===== src/hdl/acms_consts.vh =====
`ifndef ACMS_CONSTS_VH
`define ACMS_CONSTS_VH

// cycle states
`define ACMS_ST_CONV 2'b00
`define ACMS_ST_SLEEP 2'b01
`define ACMS_ST_OUT 2'b10

// serial frame layout
`define ACMS_FRAME_BITS 32
`define ACMS_CFG_BITS 8
`define ACMS_CFG_EN 7
`define ACMS_CFG_TEMP 3
`define ACMS_CFG_REJ_HI 2
`define ACMS_CFG_REJ_LO 1
`define ACMS_CFG_SPEED 0

// rejection encodings
`define ACMS_REJ_BOTH 2'b00
`define ACMS_REJ_50 2'b01
`define ACMS_REJ_60 2'b10
`define ACMS_REJ_RSVD 2'b11

// reset mode word: temp, rej[1:0], speed
`define ACMS_MODE_RESET 4'h0

// conversion timing, in clk cycles per internal half conversion
`define ACMS_HALF_CONV_CYCLES 16'h0400

`endif


===== src/hdl/acms_sync.v =====
`timescale 1ns/1ps
// two flop synchroniser for pin inputs
module acms_sync
(
    input wire clk,
    input wire nrst,
    input wire en,
    input wire rst_val,
    input wire d,
    output wire q
);
    reg s1_q;
    reg s2_q;

    // ***************************************
    // synchroniser chain
    // ***************************************
    always @(posedge clk or negedge nrst)
    begin
        if (!nrst)
        begin
            s1_q <= 1'b0;
            s2_q <= 1'b0;
        end
        else if (en)
        begin
            s1_q <= d ^ rst_val;
            s2_q <= s1_q;
        end
    end

    assign q = s2_q ^ rst_val;
endmodule // acms_sync


===== src/hdl/acms_result_mem.v =====
`timescale 1ns/1ps
// static result holding register, registered read
module acms_result_mem
(
    input wire clk,
    input wire nrst,
    input wire en,
    input wire wr,
    input wire [31:0] wdata,
    output reg [31:0] rdata
);
    reg [31:0] mem_q;

    // ***************************************
    // store and read back
    // ***************************************
    always @(posedge clk or negedge nrst)
    begin
        if (!nrst)
        begin
            mem_q <= 32'h00000000;
            rdata <= 32'h00000000;
        end
        else if (en)
        begin
            if (wr)
                mem_q <= wdata;
            rdata <= mem_q;
        end
    end
endmodule // acms_result_mem


===== src/hdl/acms_ctrl.v =====
`timescale 1ns/1ps
`include "acms_consts.vh"
// Behaviour
// - cycle repeats conversion, sleep, data output in fixed order
// - after conversion sleep, stay while select high
// - sleeping keeps the finished result held indefinitely
// - select low during sleep enters data output state
// - select high before first serial rising edge returns to sleep
// - after first rising edge, select high aborts and starts conversion
// - result bits advance on serial clock falling edge
// - serial input captured on serial clock rising edge
// - serial input held low keeps the previous mode; external input, dual rejection after power-up
// - modes follow only select and clock timing, cycle unchanged
// - one configuration word shifts in during the output cycle
// - power-up mode external, dual rejection, normal speed
// - word starts with enable; enable zero keeps previous mode
// - first three data bits after enable ignored
// - fourth data bit selects temperature sensor input
// - fifth and sixth bits pick rejection; 11 reserved
// - seventh bit doubles rate by dropping offset calibration
// - temperature input forces normal speed
// - normal speed does two conversions and combines them
// - each result settles within one conversion cycle
// - in conversion and sleep, output shows busy high, done low
// - frame is 32 bits: status, 24-bit result, five sub bits
// - clock mode from clock pin at reset or select fall; reset strap takes synchroniser reset value 0, not the pin
module acms_ctrl
(
    input wire clk,
    input wire nrst,
    input wire clk_en,
    input wire sel_n,
    input wire sclk_in,
    input wire serial_in,
    input wire [28:0] conv_data,
    output reg serial_out,
    output reg serial_out_oe_n,
    output reg ext_sclk_mode,
    output reg converting,
    output reg temp_input_sel,
    output reg reject_sel_hi,
    output reg reject_sel_lo,
    output reg double_rate_sel,
    output reg [1:0] state
);
    wire sel_n_s;
    wire sclk_s;
    wire sdi_s;
    wire [31:0] held_frame;
    reg sel_n_d1_q;
    reg sclk_d1_q;
    reg first_rise_q;
    reg [5:0] bit_cnt_q;
    reg [7:0] cfg_sr_q;
    reg [3:0] cfg_cnt_q;
    reg [3:0] pend_mode_q;
    reg [3:0] act_mode_q;
    reg [31:0] out_sr_q;
    reg [15:0] conv_cnt_q;
    reg phase_q;
    reg [28:0] acc_q;
    reg store_q;
    reg store_d1_q;
    reg strap_q;
    wire sel_fall;
    wire sel_rise;
    wire sck_rise;
    wire sck_fall;

    // frame assembly: done flag, dummy, pad bit, 29 data bits
    function [31:0] mk_frame;
        input [28:0] d;
        begin
            mk_frame = {1'b0, 1'b0, 1'b0, d};
        end
    endfunction

    // mean of two halves, carry kept so equal halves lose no bit
    function [28:0] avg2;
        input [28:0] a;
        input [28:0] b;
        reg [29:0] s;
        begin
            s = {1'b0, a} + {1'b0, b};
            avg2 = s[29:1];
        end
    endfunction

    // ***************************************
    // pin synchronisers
    // ***************************************
    acms_sync u_sel
    (
        .clk(clk),
        .nrst(nrst),
        .en(clk_en),
        .rst_val(1'b1),
        .d(sel_n),
        .q(sel_n_s)
    );
    acms_sync u_sck
    (
        .clk(clk),
        .nrst(nrst),
        .en(clk_en),
        .rst_val(1'b0),
        .d(sclk_in),
        .q(sclk_s)
    );
    acms_sync u_sdi
    (
        .clk(clk),
        .nrst(nrst),
        .en(clk_en),
        .rst_val(1'b0),
        .d(serial_in),
        .q(sdi_s)
    );

    acms_result_mem u_mem
    (
        .clk(clk),
        .nrst(nrst),
        .en(clk_en),
        .wr(store_q),
        .wdata(mk_frame(acc_q)),
        .rdata(held_frame)
    );

    // edge detect on synchronised copies
    assign sel_fall = sel_n_d1_q & ~sel_n_s;
    assign sel_rise = ~sel_n_d1_q & sel_n_s;
    assign sck_rise = ~sclk_d1_q & sclk_s;
    assign sck_fall = sclk_d1_q & ~sclk_s;

    // ***************************************
    // edge history and clock strap
    // ***************************************
    always @(posedge clk or negedge nrst)
    begin
        if (!nrst)
        begin
            sel_n_d1_q <= 1'b1;
            sclk_d1_q <= 1'b0;
            strap_q <= 1'b0;
            ext_sclk_mode <= 1'b0;
        end
        else if (clk_en)
        begin
            sel_n_d1_q <= sel_n_s;
            sclk_d1_q <= sclk_s;
            if (!strap_q)
            begin
                strap_q <= 1'b1;
                ext_sclk_mode <= sclk_s;
            end
            else if (sel_fall)
                ext_sclk_mode <= sclk_s;
        end
    end

    // ***************************************
    // cycle state machine
    // ***************************************
    always @(posedge clk or negedge nrst)
    begin
        if (!nrst)
        begin
            state <= `ACMS_ST_CONV;
            conv_cnt_q <= 16'h0000;
            phase_q <= 1'b0;
            acc_q <= 29'h00000000;
            store_q <= 1'b0;
            store_d1_q <= 1'b0;
            first_rise_q <= 1'b0;
            bit_cnt_q <= 6'h00;
            out_sr_q <= 32'h00000000;
            cfg_sr_q <= 8'h00;
            cfg_cnt_q <= 4'h0;
            pend_mode_q <= `ACMS_MODE_RESET;
            act_mode_q <= `ACMS_MODE_RESET;
        end
        else if (clk_en)
        begin
            store_q <= 1'b0;
            store_d1_q <= store_q;
            case (state)
            `ACMS_ST_CONV:
            begin
                // two halves in normal speed, one in double rate
                if (conv_cnt_q == `ACMS_HALF_CONV_CYCLES - 16'h0001)
                begin
                    conv_cnt_q <= 16'h0000;
                    if (!phase_q && !act_mode_q[0])
                    begin
                        phase_q <= 1'b1;
                        acc_q <= conv_data;
                    end
                    else
                    begin
                        phase_q <= 1'b0;
                        // combine halves; result from this cycle only
                        acc_q <= act_mode_q[0] ? conv_data :
                            avg2(acc_q, conv_data);
                        store_q <= 1'b1;
                        state <= `ACMS_ST_SLEEP;
                    end
                end
                else
                    conv_cnt_q <= conv_cnt_q + 16'h0001;
            end
            `ACMS_ST_SLEEP:
            begin
                // result held in memory while select high
                // wait until the read register holds the new frame
                if (!sel_n_s && !store_q && !store_d1_q)
                begin
                    state <= `ACMS_ST_OUT;
                    first_rise_q <= 1'b0;
                    bit_cnt_q <= 6'h00;
                    cfg_cnt_q <= 4'h0;
                    out_sr_q <= held_frame;
                end
            end
            `ACMS_ST_OUT:
            begin
                if (sel_rise)
                begin
                    if (first_rise_q)
                    begin
                        state <= `ACMS_ST_CONV;
                        act_mode_q <= pend_mode_q;
                    end
                    else
                        state <= `ACMS_ST_SLEEP;
                end
                else
                begin
                    if (sck_rise)
                    begin
                        first_rise_q <= 1'b1;
                        if (cfg_cnt_q != 4'h8)
                        begin
                            cfg_sr_q <= {cfg_sr_q[6:0], sdi_s};
                            cfg_cnt_q <= cfg_cnt_q + 4'h1;
                        end
                        if (cfg_cnt_q == 4'h7 &&
                            cfg_sr_q[6] == 1'b1)
                        begin
                            // bits 6..4 of word ignored
                            pend_mode_q[3] <= cfg_sr_q[2];
                            pend_mode_q[2] <= cfg_sr_q[1];
                            pend_mode_q[1] <= cfg_sr_q[0];
                            pend_mode_q[0] <= sdi_s & ~cfg_sr_q[2];
                        end
                    end
                    if (sck_fall && first_rise_q)
                    begin
                        out_sr_q <= {out_sr_q[30:0], 1'b1};
                        bit_cnt_q <= bit_cnt_q + 6'h01;
                        if (bit_cnt_q == `ACMS_FRAME_BITS - 1)
                        begin
                            state <= `ACMS_ST_CONV;
                            act_mode_q <= pend_mode_q;
                        end
                    end
                end
            end
            default:
                state <= `ACMS_ST_CONV;
            endcase
        end
    end

    // ***************************************
    // pin and mode outputs
    // ***************************************
    always @(posedge clk or negedge nrst)
    begin
        if (!nrst)
        begin
            serial_out <= 1'b1;
            serial_out_oe_n <= 1'b1;
            converting <= 1'b1;
            temp_input_sel <= 1'b0;
            reject_sel_hi <= 1'b0;
            reject_sel_lo <= 1'b0;
            double_rate_sel <= 1'b0;
        end
        else if (clk_en)
        begin
            serial_out_oe_n <= sel_n_s;
            converting <= (state == `ACMS_ST_CONV);
            if (state == `ACMS_ST_OUT && first_rise_q)
                serial_out <= out_sr_q[31];
            else if (state == `ACMS_ST_OUT)
                serial_out <= 1'b0;
            else
                serial_out <= (state == `ACMS_ST_CONV);
            temp_input_sel <= act_mode_q[3];
            reject_sel_hi <= act_mode_q[2];
            reject_sel_lo <= act_mode_q[1];
            double_rate_sel <= act_mode_q[0];
        end
    end
    // no register programs the clocking modes
    // reserved rejection code is passed on unchecked
endmodule // acms_ctrl


===== config.mk =====
export PLATFORM = sky130hd
export DESIGN_NAME = acms_ctrl
export DESIGN_NICKNAME = d
export VERILOG_FILES = /design/src/hdl/acms_sync.v /design/src/hdl/acms_result_mem.v /design/src/hdl/acms_ctrl.v
export VERILOG_INCLUDE_DIRS = /design/src /design/src/hdl
export SDC_FILE = /design/constraint.sdc
export NUM_CORES = 1
export LEC_CHECK = 0
export ABC_AREA = 1
export CAP_MARGIN = 20
export CORE_ASPECT_RATIO = 0.9
export CORE_MARGIN = 1.5
export CORE_UTILIZATION = 55
export DETAILED_ROUTE_END_ITERATION = 8
export DONT_BUFFER_PORTS = 1
export PLACE_DENSITY = 0.74
export SLEW_MARGIN = 20
export SYNTH_ARGS = -nofsm -noshare
export SYNTH_HDL_FRONTEND = slang
export SYNTH_SLANG_ARGS = --single-unit

===== constraint.sdc =====
create_clock -name clk -period 5.6 [get_ports clk]
set_input_delay 1.12 -clock clk [delete_from_list [all_inputs] [get_ports clk]]
set_output_delay 1.12 -clock clk [all_outputs]
set_load 0.02 [all_outputs]

# Word-level counts from Yosys, hierarchy flattened
# Index checks and enable logic that the tools add are counted.
dict set report classes {
  add_sub_neg 4
  eq_ne 17
  n_mux 40
  n_bitwise 12
  reduce_logical 25
}
# op count
set op_table {}
lappend op_table {{32-bit 2-to-1 mux} 3}
lappend op_table {{32-bit case mux with 2 select lines} 1}
lappend op_table {{29-bit 2-to-1 mux} 2}
lappend op_table {{4-bit 2-to-1 mux} 8}
lappend op_table {{29-bit by 29-bit adder with 30-bit output} 1}
lappend op_table {{5-bit AND reduction} 5}
lappend op_table {{6-bit 2-to-1 mux} 3}
lappend op_table {{16-bit by 1-bit adder with 16-bit output, second input constant} 1}
lappend op_table {{16-bit by 10-bit equality test with 1-bit output, second input constant} 1}
lappend op_table {{16-bit 2-to-1 mux} 1}
lappend op_table {{2-bit inequality test, second input constant} 8}
lappend op_table {{1-bit 2-to-1 mux} 12}
lappend op_table {{2-bit 2-to-1 mux} 6}
lappend op_table {{6-bit case mux with 2 select lines} 1}
lappend op_table {{6-bit AND reduction} 2}
lappend op_table {{4-bit case mux with 2 select lines} 1}
lappend op_table {{1-bit inverter} 7}
lappend op_table {{6-bit by 1-bit adder with 6-bit output, second input constant} 1}
lappend op_table {{6-bit by 5-bit equality test with 1-bit output, second input constant} 1}
lappend op_table {{1-bit logical AND} 6}
lappend op_table {{3-bit inequality test, second input constant} 2}
lappend op_table {{2-bit case mux with 3 select lines} 1}
lappend op_table {{2-bit AND reduction} 3}
lappend op_table {{2-bit nonzero test} 3}
lappend op_table {{11 further kinds} 18}
dict set report totals {
  register_bits 182
  in_bits 35
  output_inout_bits 10
  wordCells 129
}

# Depth between registers and ports, before layout
dict set report logic_depth {
  ltp_word 6
  mapped_depth 13
  ltp_nobuf 13
}

# Modules after synthesis
# From an unflattened synthesis, not the netlist that was laid out.
dict set report hier_totals {
  hier_cells 1441
  hier_area_um2 10542.6
}
# module instances cells_per_inst area_per_inst_um2 seq_area_each_um2
set modules_own_cells {}
lappend modules_own_cells {acms_ctrl 1 1124 7706.1 2956.6}
lappend modules_own_cells {acms_result_mem 1 275 2532.4 1601.5}
lappend modules_own_cells {acms_sync 3 14 101.3 50.0}

# Worst setup path after synthesis
# Ideal clock, no wire load.
dict set report synth_path {
  path_kind {in2reg}
  from {in conv_data[0]}
  to {reg acc_q[27]}
  setup_time_ps 116
  arrival_time_ps 2392
  required_time_ps 5484
  setup_slack_ps 3092
  stages 13
  path_buffers 0
  path_cell_list {nand2_1 -> inv_1 -> fa_1 -> nand3_1 -> nand3_1 -> nand3_1 -> nand3_1 -> nand2_1 -> nand2_1 -> nand2_1 -> nand3_1 -> nand2_1 -> nand2_1}
}
dict set report synth_via {
  elab_chain_cells 3
}
# item line
set synth_lines {}
lappend synth_lines {{from (decl)} acms_ctrl.v:35} ;# input wire [28:0] conv_data,
lappend synth_lines {{29-bit by 29-bit adder with 30-bit output} acms_ctrl.v:84} ;# s = {1'b0, a} + {1'b0, b};
lappend synth_lines {{29-bit 2-to-1 mux} acms_ctrl.v:203} ;# acc_q <= act_mode_q[0] ? conv_data :
lappend synth_lines {{29-bit 2-to-1 mux} acms_ctrl.v:194} ;# if (!phase_q && !act_mode_q[0])
lappend synth_lines {{to (signal assigned)} acms_ctrl.v:197} ;# acc_q <= conv_data;
lappend synth_lines {{to (signal assigned)} acms_ctrl.v:203}
lappend synth_lines {{to (decl)} acms_ctrl.v:61} ;# reg [28:0] acc_q;
# No other way between the ends.
# A chain may end at the register's enable or synchronous reset.

# Final worst setup path
dict set report layout_path {
  from {reg state[1]}
  to {reg bit_cnt_q[0]}
}
dict set report layout_via {
  elab_chain_cells 3
  word_cells_on_any_way 8
  cone_classes {5 x eq/ne; 1 x mux; 2 x reduce/logical}
}
# item line
set layout_lines {}
lappend layout_lines {{from (decl)} acms_ctrl.v:44} ;# output reg [1:0] state
lappend layout_lines {{from (signal assigned)} acms_ctrl.v:169} ;# state <= `ACMS_ST_CONV;
lappend layout_lines {{from (signal assigned)} acms_ctrl.v:206} ;# state <= `ACMS_ST_SLEEP;
lappend layout_lines {{from (signal assigned)} acms_ctrl.v:218} ;# state <= `ACMS_ST_OUT;
lappend layout_lines {{2-bit equality test or 2-bit by 1-bit equality test with 1-bit output (tied branches)} acms_ctrl.v:187} ;# case (state)
lappend layout_lines {{2-bit inequality test (no source line) or 2-bit nonzero test (tied branches)} n/a}
lappend layout_lines {{5-bit AND reduction (no source line)} n/a}
lappend layout_lines {{to (signal assigned)} acms_ctrl.v:260} ;# bit_cnt_q <= bit_cnt_q + 6'h01;
lappend layout_lines {{to (decl)} acms_ctrl.v:53} ;# reg [5:0] bit_cnt_q;
# Several ways; a longest one is shown, not always the timed one.

==> impl_metrics.yaml <==
grt:
  antenna_found_initial: 0
  grt_pass1_vias: 7649
  grt_pass1_wl_um: 36200
  gr-total-overflow: 0
  grt_max_degree: 183
  grt_usage_pct: 24.5
outcome:
  status: "finished, final reports clean"
critical_path:
  worst_ep_required_time_ps: 5920
  criticalPathCategory: "register to register"
  cp-end-kind: "register"
  setup.worst_path.start_class: "register"
  crit_arrival_ps: 3390
  cp_max_fo: 65
power_and_ir_drop:
  sw_frac_of_total_pct: 31.3
  clockPowerShare_pct: 34.5
  vdd_ir_drop_max_v: 0.000245
  internal_power_uw: 2360
  cellPowerDensity_nw_per_um2: 323
  power_switching_uw: 1070
  leakagePower_uw: 0.00567
  p_comb_share_pct: 16.1
  power_frac_seq_pct: 49.4
synth:
  ys_seq_area_share_pct: 46.1
  synth_xor_area_share_pct: 1.86
  synthCells: 1310
  synth_top_family_by_area: "simple AND/OR/NAND/NOR gates"
  synthAdderAreaFrac_pct: 4.25
  yosysTopAreaCellShare_pct: 45.3
  synth_ff_type: "dfrtp_1"
  synthTopCellsByArea: "dfrtp_1 45%, nand2_1 18%, inv_1 5.7%"
  syn-num-nets: 1378
  synth_area_um2: 9890
  synth_cell_types: 41
  yosys_warnings: 0
  synthSimpleGateAreaFrac_pct: 28.9
  yosysTopAreaCell: "dfrtp_1"
  synth_edf_count: 0
  synth-async-reset-ratio_pct: 100
  synth.avg_cell_area_um2: 7.55
  ys_seq_elements: 182
  muxShareOfSynthArea_pct: 3.42
  synth_compound_area_share_pct: 7.76
cells_and_area:
  finalNetCount: 1363
  drive_gt1_share_pct: 6.27
  area_growth_pct: 7.43
  finalInstanceArea_um2: 10600
  num_antenna_cells: 0
route:
  drt-initial-drc-count: 537
  ant_nets: 0
  route.vias.total: 8181
  drt_wl_total_um: 21200
  drc: 0
  wire_per_inst_um: 13.7
  route.detailed.vias_per_inst: 5.28
  dr.pass1.iters: 5
place:
  finalWeightedCongestion: 0.922
  post_dp_cell_area_um2: 10000
  io_buffers: 0
  hpwl_um: 14800
floorplanning:
  core_um2: 17600
  io_pins: 45
  start_util_pct: 56.1
  die_area_um2: 18800
  core.rowCount: 46
  die_x_um: 144
  die_h_um: 130
timing:
  finalCriticalPeriod_ps: 3070
  worst_pin_slew_ps: 920
  relSlewSlack_pct: 38.6
  fmax_ghz: 0.326
  skew_ps: 12.1
  drv_slew: 0
  finalSetupTns_ps: 0
  setup_viol: 0
  rsz0062_at_grt: "false"
  finalCritPeriodShare_pct: 54.8
  hold_violations: 0
clock_network:
  cts.clk_slew.worst_paths_ps: 80
  ctsHtreeMaxLevel: 4
  tritoncts: "built"
  cts_root_buffer: "clkbuf_16"
  clk_path_buf_depth: 2
  clock_latency_ps: 430
  cts_resized: 0
  clkSinkCount: 182
  hold_buffers: 0
  postCtsSetupRepairBufs: 0
  cts_buffers: 17
min_path:
  hold_path.class: "primary input to async pin"
run:
  drv_cap: 0
==> power by group through the flow <==
stage | Combinational, uW | Clock [uW] | Sequential (uW)
after detailed placement | 556 | 0 | 1710
after CTS | 557 | 1200 | 1700
after global routing | 648 | 1250 | 1720
after floorplan | 481 | 0 | 1680
after global placement | 532 | 0 | 1710
final | 554 | 1180 | 1700
==> cell families after synthesis <==
family | count (synthesis)
compound gates | 138
buf+inv | 193
xor+xnor | 21
fa+ha+maj | 33
simple gates | 713
flops | 182
mux | 30
==> worst max-delay path: stages (launching register included) <==
cell	delay (ps)
dfrtp_1	670
inv_2	100
nor2_2	90
buf_4	370
nand2_1	100
o21ai_0	80
nand3_1	330
inv_2	800
o21ai_0	220
o21a_1	160
==> path summary, 6_finish.rpt <==
path | slack, ps | end | depth (start not counted) | start
min in group clk | 470 | u_mem.rdata[18] | 2 | u_mem.mem_q[18]
hold reg to reg | 470 | u_mem.rdata[18] | 2 | u_mem.mem_q[18]
setup / recovery | 2530 | bit_cnt_q[0] | 9 | state[1]
hold / removal | 370 | cfg_sr_q[3] | 0 | nrst
setup reg to reg | 2530 | bit_cnt_q[0] | 9 | state[1]
max in group asynchronous | 4830 | converting | 0 | nrst
==> metrics by stage <==
step | hold slack [ps] | std cells | setup slack (ps) | total power (uW) | utilization [%]
floorplan | 440 | 1310 | 3090 | 2160 | -
global placement | 452 | 1516 | 2390 | 2240 | 57.0
detailed placement | 459 | 1516 | 2310 | 2270 | 57.0
CTS | 360 | 1548 | 2550 | 3460 | 60.3
global route | 353 | 1548 | 2180 | 3620 | 60.3
finish | 374 | 1548 | 2530 | 3430 | 60.3
==> metal layers <==
layer	share of wire, %	vias to the layer above	GRT usage (%)
li1	-	4117	-
met1	49	3803	35.9
met2	43	220	36.4
met3	6.1	41	5.21
met4	2.3	0	7.66
met5	0	-	0
==> synth_stat cells, types with 2 or more instances <==
| master | number |
|---|---|
| o21ai_0 | 39 |
| mux2_2 | 30 |
| xnor2_1 | 10 |
| buf_2 | 8 |
| buf_6 | 2 |
| nand3b_1 | 4 |
| o21ai_1 | 7 |
| nand2_1 | 482 |
| nor3b_1 | 2 |
| buf_4 | 4 |
| a31oi_1 | 31 |
| o211ai_1 | 3 |
| dfstp_2 | 3 |
| inv_2 | 4 |
| a21oi_1 | 47 |
| nor2_1 | 134 |
| o31ai_1 | 6 |
| nor3_1 | 8 |
| nand4_1 | 9 |
| nor4_1 | 2 |
| clkbuf_1 | 24 |
| nand2_2 | 2 |
| ha_1 | 32 |
| dfrtp_1 | 179 |
| xor2_1 | 11 |
| inv_1 | 149 |
| nand3_1 | 64 |
==> layout make-up <==
| cell class | count | area [um2] |
|---|---|---|
| Timing Repair Buffer | 4 | 30.0 |
| Clock inverter | 15 | 159 |
| Inverter | 155 | 583 |
| Sequential cell | 182 | 4560 |
| Tap cell | 240 | 300 |
| Multi-Input combinational cell | 935 | 4570 |
| Fill cell | 1612 | 6990 |
| Clock buffer | 17 | 425 |
==> placed cells by master, fill, tap and decap left out, types with 17 or more instances in the layout <==
cell type,count
a21oi_1,47
nand3_1,64
inv_1,149
a31oi_1,31
o21ai_0,39
nor2_1,133
mux2_2,30
dfrtp_1,179
ha_1,32
clkbuf_16,17
nand2_1,482
==> flip-flops by register name, summed over array words and instances (netlist names), 2 cells and up <==
register / cells
acc_q: 29
act_mode_q: 4
bit_cnt_q: 6
cfg_cnt_q: 4
cfg_sr_q: 7
conv_cnt_q: 16
out_sr_q: 32
pend_mode_q: 4
state: 2
u_mem.mem_q: 29
u_mem.rdata: 29
No activity file was read; power rests on OpenSTA's default activity.
